--- src/rtl/carrier_pkg.sv ---
// constants, register map and carrier tables for the carrier select block
package carrier_pkg;
	// system clock
	localparam int CLK_HZ        = 25_000_000;
	localparam int CLK_PERIOD_NS = 40;

	// register byte offsets
	localparam logic [7:0] ADDR_CFG  = 8'h00;
	localparam logic [7:0] ADDR_GAIN = 8'h04;
	localparam logic [7:0] ADDR_CTRL = 8'h08;
	localparam logic [7:0] ADDR_STAT = 8'h0c;

	// field positions
	localparam int CFG_SEL_LSB  = 0;
	localparam int CFG_SOFT_BIT = 4;
	localparam int CFG_AUTO_BIT = 5;
	localparam int CTRL_VIS_BIT = 0;
	localparam int CTRL_PWS_LSB = 1;

	// reset values
	localparam logic [3:0] SEL_RESET  = 4'h1;
	localparam logic       SOFT_RESET = 1'b1;
	localparam logic       AUTO_RESET = 1'b0;
	localparam logic [7:0] GAIN_RESET = 8'h00;
	localparam logic       VIS_RESET  = 1'b0;
	localparam logic [1:0] PWS_RESET  = 2'h0;

	// setting limits
	localparam logic [3:0] SOFT_MAX_SEL   = 4'h5;
	localparam logic [3:0] REDUCE_MIN_SEL = 4'h3;
	localparam logic [3:0] REDUCED_SEL    = 4'h2;
	localparam logic [7:0] GAIN_MAX       = 8'hc8;
	localparam int         GAIN_UNITY     = 100;
	localparam logic [7:0] LOAD_LIMIT_PCT = 8'h55;

	// time of sustained heavy load before the carrier drops
	localparam int HEAVY_TIME_MS = 100;
	localparam int HEAVY_CYCLES  = HEAVY_TIME_MS * (CLK_HZ / 1000);

	// soft-pwm dither: period varies by -64..+63 cycles
	localparam logic [15:0] JIT_OFFSET = 16'h0040;

	// bus responses
	localparam logic [1:0] RESP_OKAY   = 2'h0;
	localparam logic [1:0] RESP_SLVERR = 2'h2;

	// carrier frequency of a setting, in units of 0.1 kHz
	function automatic int freq_dhz(input int code);
		if (code == 0)
			return 7;
		else if (code == 15)
			return 145;
		else
			return code * 10;
	endfunction

	// carrier period in clock cycles for a setting
	function automatic int period_cycles(input int code);
		return CLK_HZ / (freq_dhz(code) * 100);
	endfunction
endpackage

--- src/rtl/carrier_if.sv ---
// carrier selection and timing between control and divider
interface carrier_if;
	logic [3:0]  code;    // carrier setting in effect
	logic        soft_en; // dither the period
	logic        tick;    // last cycle of a carrier period
	logic [15:0] period;  // current period in cycles
	logic [15:0] count;   // position inside the period

	modport ctrl (output code, soft_en, input tick, period, count);
	modport gen  (input code, soft_en, output tick, period, count);
endinterface

--- src/rtl/carrier_divider.sv ---
// programmable carrier period counter with optional dither
module carrier_divider
	import carrier_pkg::*;
	(
	input  logic mclk,   // system clock
	input  logic nrst,   // async reset, active low
	carrier_if.gen cif   // selection in, timing out
	);

	wire  [15:0] lut [16];
	logic [15:0] period;
	logic [15:0] count;
	logic [15:0] lfsr;

	// one period constant per setting, built at elaboration
	for (genvar i = 0; i < 16; i++) begin : g_lut
		assign lut[i] = 16'(period_cycles(i));
	end

	wire         wrap     = (count == period - 16'h0001);
	wire [15:0]  base     = lut[cif.code];
	wire         lfsr_fb  = lfsr[15] ^ lfsr[13] ^ lfsr[12] ^ lfsr[10];
	// dither around the nominal period, so the mean stays on frequency
	wire [15:0]  dithered = base - JIT_OFFSET + {9'h000, lfsr[6:0]};
	wire [15:0]  next_period = cif.soft_en ? dithered : base;

	assign cif.tick   = wrap;
	assign cif.period = period;
	assign cif.count  = count;

	// new period is loaded only on wrap: no truncated pwm cycle
	always_ff @(posedge mclk or negedge nrst) begin
		if (!nrst) begin
			count  <= 16'h0000;
			period <= 16'(period_cycles(int'(SEL_RESET)));
			lfsr   <= 16'hace1;
		end else if (wrap) begin
			count  <= 16'h0000;
			period <= next_period;
			lfsr   <= {lfsr[14:0], lfsr_fb};
		end else begin
			count  <= count + 16'h0001;
		end
	end
endmodule

--- src/rtl/speed_smoother.sv ---
// output frequency correction against resonance current ripple
module speed_smoother
	import carrier_pkg::*;
	(
	input  logic               mclk,     // system clock
	input  logic               nrst,     // async reset, active low
	input  logic               tick,     // carrier boundary
	input  logic [7:0]         gain,     // smoothing gain, percent
	input  logic signed [15:0] ripple,   // current fluctuation
	input  logic [15:0]        freq_ref, // commanded frequency
	output logic [15:0]        freq_out  // corrected frequency
	);

	// 100 percent gain subtracts the ripple one to one
	wire signed [24:0] prod = ripple * $signed({1'b0, gain});
	wire signed [24:0] corr = prod / 25'sd100;
	wire signed [25:0] sum  = $signed({10'h000, freq_ref}) -
		{corr[24], corr};
	// clamp into the unsigned output range
	wire [15:0] sat = sum[25] ? 16'h0000 :
		(|sum[24:16]) ? 16'hffff : sum[15:0];

	// one update per carrier period keeps the loop slow and quiet
	always_ff @(posedge mclk or negedge nrst) begin
		if (!nrst)
			freq_out <= 16'h0000;
		else if (tick)
			freq_out <= sat;
	end
endmodule

--- src/rtl/carrier_pwm_select_smoothing.sv ---
// carrier selection, auto reduction and smoothing with axi4-lite registers
// What this block does
// - Carrier setting 0 to 15; 1 to 14 give that many kHz; default 1.
// - Setting 0 gives 0.7 kHz carrier, setting 15 gives 14.5 kHz.
// - Soft-pwm off when select is 0; when 1, active only for settings 0-5.
// - Auto reduction off (default): carrier follows the setting at any load.
// - Auto on, setting 3 or more, sustained 85% load: carrier drops to 2 kHz.
// - Carrier, soft, auto and gain writes accepted only while visibility is 0.
// - Carrier and soft settings writable while running, whatever write select.
// - Smoothing gain 0 to 200 percent, default 0, 100 is the reference.
// - Nonzero gain corrects output frequency against resonance current ripple.
//
// Implementation choices: the address map and the AXI4-Lite slave port.
module carrier_pwm_select_smoothing
	import carrier_pkg::*;
	#(
	parameter int HEAVY_LOAD_CYCLES = HEAVY_CYCLES // heavy load filter
	)
	(
	input  logic        mclk,           // 25 mhz clock
	input  logic        nrst,           // async reset, active low
	input  logic [7:0]  awaddr,         // write address
	input  logic        awvalid,        // write address valid
	output logic        awready,        // write address ready
	input  logic [31:0] wdata,          // write data
	input  logic [3:0]  wstrb,          // write byte enables
	input  logic        wvalid,         // write data valid
	output logic        wready,         // write data ready
	output logic [1:0]  bresp,          // write response
	output logic        bvalid,         // write response valid
	input  logic        bready,         // write response ready
	input  logic [7:0]  araddr,         // read address
	input  logic        arvalid,        // read address valid
	output logic        arready,        // read address ready
	output logic [31:0] rdata,          // read data
	output logic [1:0]  rresp,          // read response
	output logic        rvalid,         // read data valid
	input  logic        rready,         // read data ready
	input  logic        drive_running,  // motor output active
	input  logic [7:0]  current_pct,    // output current, % of rated
	input  logic [15:0] current_ripple, // signed current fluctuation
	input  logic [15:0] freq_ref,       // commanded output frequency
	output logic [15:0] freq_out,       // smoothed output frequency
	output logic        carrier_tick,   // last cycle of carrier period
	output logic [15:0] carrier_count,  // carrier phase counter
	output logic [15:0] carrier_period, // carrier period in cycles
	output logic        soft_pwm_active, // dither in use
	output logic        carrier_reduced  // load reduction in force
	);

	// register decode used only by the read path, for its response
	function automatic logic reg_mapped(input logic [7:0] a);
		return a == ADDR_CFG || a == ADDR_GAIN ||
			a == ADDR_CTRL || a == ADDR_STAT;
	endfunction

	logic [3:0]  carrier_freq_select;
	logic        soft_pwm_select;
	logic        carrier_auto_reduce_select;
	logic [7:0]  speed_smoothing_gain;
	logic        extended_param_visibility;
	logic [1:0]  param_write_select;
	logic        aw_held;
	logic        w_held;
	logic [7:0]  aw_addr_q;
	logic [31:0] w_data_q;
	logic [3:0]  w_strb_q;
	logic [21:0] heavy_cnt;

	carrier_if cif ();

	// write channel: address and data are caught in either order
	assign awready = !aw_held;
	assign wready  = !w_held;
	wire do_write  = aw_held && w_held && !bvalid;

	// write decode
	wire wr_cfg    = aw_addr_q == ADDR_CFG;
	wire wr_gain   = aw_addr_q == ADDR_GAIN;
	wire wr_ctrl   = aw_addr_q == ADDR_CTRL;
	wire ext_open  = extended_param_visibility == 1'b0;
	wire lane0     = w_strb_q[0];
	wire gain_ok   = w_data_q[7:0] <= GAIN_MAX;
	// gated settings refuse the write while visibility is set
	wire wr_legal  = wr_ctrl ||
		(wr_cfg && ext_open) ||
		(wr_gain && ext_open && (gain_ok || !lane0));
	wire commit    = do_write && wr_legal && lane0;

	// hold the two write channels until both are in
	always_ff @(posedge mclk or negedge nrst) begin
		if (!nrst) begin
			aw_held   <= 1'b0;
			w_held    <= 1'b0;
			aw_addr_q <= 8'h00;
			w_data_q  <= 32'h0000_0000;
			w_strb_q  <= 4'h0;
		end else begin
			if (awvalid && awready) begin
				aw_held   <= 1'b1;
				aw_addr_q <= awaddr;
			end else if (do_write) begin
				aw_held   <= 1'b0;
			end
			if (wvalid && wready) begin
				w_held   <= 1'b1;
				w_data_q <= wdata;
				w_strb_q <= wstrb;
			end else if (do_write) begin
				w_held   <= 1'b0;
			end
		end
	end

	// write response, one per address and data pair, refused writes included
	always_ff @(posedge mclk or negedge nrst) begin
		if (!nrst) begin
			bvalid <= 1'b0;
			bresp  <= RESP_OKAY;
		end else if (do_write) begin
			bvalid <= 1'b1;
			bresp  <= wr_legal ? RESP_OKAY : RESP_SLVERR;
		end else if (bready) begin
			bvalid <= 1'b0;
		end
	end

	// settings; no run or write-select gating on the carrier fields
	always_ff @(posedge mclk or negedge nrst) begin
		if (!nrst) begin
			carrier_freq_select        <= SEL_RESET;
			soft_pwm_select            <= SOFT_RESET;
			carrier_auto_reduce_select <= AUTO_RESET;
			speed_smoothing_gain       <= GAIN_RESET;
			extended_param_visibility  <= VIS_RESET;
			param_write_select         <= PWS_RESET;
		end else if (commit && wr_cfg) begin
			carrier_freq_select <=
				w_data_q[CFG_SEL_LSB +: 4];
			soft_pwm_select     <= w_data_q[CFG_SOFT_BIT];
			carrier_auto_reduce_select <=
				w_data_q[CFG_AUTO_BIT];
		end else if (commit && wr_gain) begin
			speed_smoothing_gain <= w_data_q[7:0];
		end else if (commit && wr_ctrl) begin
			extended_param_visibility <= w_data_q[CTRL_VIS_BIT];
			param_write_select <= w_data_q[CTRL_PWS_LSB +: 2];
		end
	end

	// heavy load must persist before the carrier is lowered
	wire heavy      = current_pct >= LOAD_LIMIT_PCT;
	wire reduce_arm = carrier_auto_reduce_select &&
		carrier_freq_select >= REDUCE_MIN_SEL && heavy;
	// gated by the arm, so clearing auto gives the setting back at once
	wire reduce_now = reduce_arm &&
		heavy_cnt == 22'(HEAVY_LOAD_CYCLES);

	// saturating filter; any dip below the limit restarts it
	always_ff @(posedge mclk or negedge nrst) begin
		if (!nrst)
			heavy_cnt <= 22'h000000;
		else if (!reduce_arm)
			heavy_cnt <= 22'h000000;
		else if (!reduce_now)
			heavy_cnt <= heavy_cnt + 22'h000001;
	end

	// setting handed to the divider; its period is taken at the next carrier wrap
	wire [3:0] eff_code = reduce_now ? REDUCED_SEL :
		carrier_freq_select;
	wire soft_active = soft_pwm_select &&
		carrier_freq_select <= SOFT_MAX_SEL;

	assign cif.code        = eff_code;
	assign cif.soft_en     = soft_active;
	assign carrier_tick    = cif.tick;
	assign carrier_count   = cif.count;
	assign carrier_period  = cif.period;
	assign soft_pwm_active = soft_active;
	assign carrier_reduced = reduce_now;

	carrier_divider u_div (
		.mclk (mclk),
		.nrst (nrst),
		.cif  (cif)
	);

	speed_smoother u_smooth (
		.mclk     (mclk),
		.nrst     (nrst),
		.tick     (cif.tick),
		.gain     (speed_smoothing_gain),
		.ripple   ($signed(current_ripple)),
		.freq_ref (freq_ref),
		.freq_out (freq_out)
	);

	// read words; unused bits read as zero
	wire [31:0] cfg_word  = {26'h0, carrier_auto_reduce_select,
		soft_pwm_select, carrier_freq_select};
	wire [31:0] gain_word = {24'h0, speed_smoothing_gain};
	wire [31:0] ctrl_word = {29'h0, param_write_select,
		extended_param_visibility};
	wire [31:0] stat_word = {24'h0, drive_running, heavy,
		reduce_now, soft_active, eff_code};
	wire [31:0] rd_mux    =
		(araddr == ADDR_CFG)  ? cfg_word  :
		(araddr == ADDR_GAIN) ? gain_word :
		(araddr == ADDR_CTRL) ? ctrl_word :
		(araddr == ADDR_STAT) ? stat_word : 32'h0000_0000;

	// read channel: one read outstanding, answered the next cycle
	assign arready = !rvalid;

	always_ff @(posedge mclk or negedge nrst) begin
		if (!nrst) begin
			rvalid <= 1'b0;
			rdata  <= 32'h0000_0000;
			rresp  <= RESP_OKAY;
		end else if (arvalid && arready) begin
			rvalid <= 1'b1;
			rdata  <= rd_mux;
			rresp  <= reg_mapped(araddr) ? RESP_OKAY : RESP_SLVERR;
		end else if (rready) begin
			rvalid <= 1'b0;
		end
	end
endmodule

--- config.mk ---
export PLATFORM = sky130hd
export DESIGN_NAME = carrier_pwm_select_smoothing
export DESIGN_NICKNAME = d
export VERILOG_FILES = /design/src/rtl/carrier_pkg.sv /design/src/rtl/carrier_if.sv /design/src/rtl/carrier_divider.sv /design/src/rtl/speed_smoother.sv /design/src/rtl/carrier_pwm_select_smoothing.sv
export SDC_FILE = /design/constraint.sdc
export NUM_CORES = 1
export LEC_CHECK = 0
export BUFFER_PORTS_ARGS = -buffer_cell sky130_fd_sc_hd__buf_2
export CAP_MARGIN = 20
export CORE_ASPECT_RATIO = 1.25
export CORE_MARGIN = 2
export CORE_UTILIZATION = 45
export DETAILED_ROUTE_END_ITERATION = 6
export PLACE_DENSITY = 0.74
export SLEW_MARGIN = 5
export SYNTH_ARGS = -nofsm -noshare
export SYNTH_HDL_FRONTEND = slang
export SYNTH_HIERARCHICAL = 1
export SYNTH_SLANG_ARGS = --single-unit
export TNS_END_PERCENT = 5
--- constraint.sdc ---
create_clock -name mclk -period 25.1 [get_ports mclk]
set_input_delay 5.02 -clock mclk [delete_from_list [all_inputs] [get_ports mclk]]
set_output_delay 5.02 -clock mclk [all_outputs]
set_load 0.02 [all_outputs]
==> impl_metrics.py <==
metrics = {
    "drt": {
        "post-route-drc-count": 0,
        "drt-wirelength-per-cell_um": 16.49,
        "topRoutingLayerUsed": "met5",
        "dr_wl_met3_um": 2310,
        "drt-initial-drc-count": 1452,
        "post_route_m1_wl_um": 21470,
        "route.vias.total": 18480,
        "detailed_route_wirelength_on_metal2_um": 27070,
        "drt-pass1-iter-count": 6,
        "route.antenna.remaining_nets": 0,
        "wirelength_um": 51930,
        "drt-vias-per-instance": 5.869,
    },
    "floorplanning": {
        "die_h_um": 234.7,
        "floorplan.rows": 84,
        "dieArea_um2": 44250,
        "die_x_um": 188.6,
        "core_region_area_um2": 42040,
        "floorplan.io_pins": 192,
        "initial_standard_cell_utilization_of_the_core": 0.4557,
    },
    "cells_and_area": {
        "num-nets-final": 2883,
        "stdcell_count": 3149,
        "final_core_util": 0.5406,
        "drive_gt1_frac": 0.2476,
        "final_area_um2": 22730,
        "final.fill_count": 3852,
        "syn_to_final_growth_pct": 18.62,
    },
    "yosys": {
        "synth_top_flop_cell": "sky130_fd_sc_hd__dfrtp_1",
        "number_of_enable_flip_flop_cells_after_synthesis": 0,
        "yosys.area.top_type_share": 0.1541,
        "netlist_area_um2": 19160,
        "avgSynthCellArea_um2": 8.363,
        "synth.largest_area_cell": "sky130_fd_sc_hd__dfrtp_1",
        "post_synth_main_area_contributors": "sky130_fd_sc_hd__dfrtp_1, sky130_fd_sc_hd__fa_1, sky130_fd_sc_hd__ha_1",
        "ys.warnings.count": 6,
        "yosys-top-cells-count": "sky130_fd_sc_hd__nand2_1, sky130_fd_sc_hd__inv_1, sky130_fd_sc_hd__nor2_1",
        "ys_ff_latch": 134,
        "ys_types": 129,
        "synth_most_common_cell": "sky130_fd_sc_hd__nand2_1",
        "synth.yosys.seq_area_share": 0.1761,
        "post_synth_inst_count": 2291,
        "share_of_synthesized_registers_carrying_an_async_set_or_reset": 1.000,
    },
    "clock_network": {
        "cts-root-to-sink-buffers": 2,
        "holdBufCountCts": 0,
        "cts_buffers": 17,
        "cts_tree": "built",
        "cts.clk_slew.worst_paths_ns": 0.07,
        "source_to_sink_clock_delay_at_the_later_pin_of_the_worst_skew_pair_ns": 0.42,
        "htreeDepth": 4,
        "tritoncts_num_sinks": 134,
        "cts_root_buf": "sky130_fd_sc_hd__clkbuf_16",
    },
    "worst_setup_path": {
        "arrival_worst_endpoint_ns": 24.49,
        "critical_path.endpoint_type": "flip-flop",
        "crit_path_max_fanout": 16,
        "cpLargestDelayFamily": "compound AO/OA/AOI/OAI gates",
        "path_class": "in -> reg",
        "crit_slowest_cell": "sky130_fd_sc_hd__fa_1",
        "worst_ep_required_time_ns": 25.40,
        "cp_slowest_stage_delay_ns": 0.53,
        "crit_path_start_kind": "input pin",
        "cpMostUsedCell": "sky130_fd_sc_hd__buf_4",
        "worst-path-buf-inv": 13,
    },
    "global_route": {
        "grt_first_pass_wirelength_um": 85440,
        "first_global_vias": 18260,
        "grt.overflow.total": 0,
        "grt_antenna_before_repair": 2,
        "grt_start_max_net_pins": 70,
        "grt_usage": 0.2262,
    },
    "sta": {
        "fin_crit_ns": 24.19,
        "relSlewSlack": 0.2598,
        "finalHoldViolCount": 0,
        "fin_tns_setup_ns": 0,
        "fin_worst_skew_ns": 0.01117,
        "slew_violations": 0,
        "period_share": 0.9636,
        "worstMarginPinSlew_ns": 1.102,
        "timing.fmax_ghz": 0.04135,
        "setup_viol": 0,
    },
    "place": {
        "numPlacedInstances": 3099,
        "finalWeightedCongestion": 0.9571,
        "dpl-instance-area_um2": 21510,
        "number_of_input_and_output_port_buffers_inserted": 138,
        "post-dp-hpwl_um": 40900,
    },
    "run": {
        "cap_viol_max_count": 0,
    },
    "status": {
        "run_status": "complete, no violations",
    },
    "min_path": {
        "type_of_the_worst_min_delay_path": "reg -> reg",
    },
}
==> cell families (layout without fill, tap and decap cells) <==
| family | after synthesis | after routing | synth area share |
|---|---|---|---|
| flops | 134 | 134 | 0.1761 |
| compound gates | 599 | 600 | 0.2280 |
| simple gates | 788 | 788 | 0.2142 |
| fa+ha+maj | 208 | 208 | 0.1765 |
| buf+inv | 305 | 577 | 0.07079 |
| xor+xnor | 146 | 146 | 0.06890 |
| mux | 110 | 110 | 0.06537 |
| other cells | 1 | 27 | 0.0001957 |
==> metal layers <==
layer,up-vias,track usage
met5,-,0
met4,2,0.06392
met3,120,0.02524
met2,595,0.4230
met1,8997,0.2707
li1,8768,-
==> worst paths after layout <==
check	from	end	slack (ns)	cells after the start
max in group asynchronous	nrst	u_div/cif.period[10]	19.19	2
worst max-delay path	current_ripple[3]	u_smooth/freq_out[6]	0.91	88
min in group asynchronous	nrst	aw_addr_q[0]	4.58	1
worst min-delay path	rdata[7]	rdata[7]	0.49	1
worst min register to register	rdata[7]	rdata[7]	0.49	1
worst max register to register	speed_smoothing_gain[5]	u_smooth/freq_out[6]	4.85	87
==> cells in the final DEF, fill, tap and decap left out, types with 95 or more instances in the layout <==
| cell type | Yosys | layout |
|---|---|---|
| sky130_fd_sc_hd__nand2_1 | 209 | 208 |
| sky130_fd_sc_hd__buf_4 | 30 | 202 |
| sky130_fd_sc_hd__inv_1 | 201 | 201 |
| sky130_fd_sc_hd__nor2_1 | 172 | 169 |
| sky130_fd_sc_hd__buf_2 | 18 | 137 |
| sky130_fd_sc_hd__dfrtp_1 | 118 | 118 |
| sky130_fd_sc_hd__a21oi_1 | 127 | 113 |
| sky130_fd_sc_hd__fa_1 | 104 | 103 |
| sky130_fd_sc_hd__ha_1 | 103 | 95 |
==> state kept, by name, indices dropped and copies added, names as in the netlist, 2 cells and up <==
register	flops
u_div/cif.count	16
aw_addr_q	8
u_div/lfsr	16
heavy_cnt	22
u_smooth/freq_out	16
u_div/cif.period	16
rdata	8
speed_smoothing_gain	8
carrier_freq_select	4
w_data_q	8
param_write_select	2
==> area by class of cell <==
| class | count | area [µm²] | share of cell area |
|---|---|---|---|
| multi-input combinational | 1878 | 14980 | 0.6591 |
| sequential | 134 | 3373 | 0.1484 |
| timing repair buffer | 342 | 2253 | 0.09915 |
| inverter | 203 | 762.0 | 0.03353 |
| tap | 559 | 699.4 | 0.03077 |
| clock buffer | 17 | 425.4 | 0.01872 |
| clock inverter | 15 | 232.7 | 0.01024 |
| antenna | 1 | 2.502 | 0.0001101 |
==> repair_timing <==
item | 4_1_cts | 5_1_grt
setup endpoints to repair | 0 | 16
buffers inserted | 0 | 16
endpoints found under the hold margin | 0 | 0
gates resized for setup | 0 | 97
==> per-stage QoR <==
stage          setup WS (ns)  hold slack (ns)
5_1_grt              -0.1688           0.5201
6_report              0.9143           0.4930
2_1_floorplan          1.890           0.4749
3_5_place_dp         -0.1823           0.4838
4_1_cts               0.1934           0.4997
3_3_place_gp          0.3769           0.4711
Power is not shown: default switching activity piles up to over one toggle a cycle in this logic, so the estimate is an artifact.
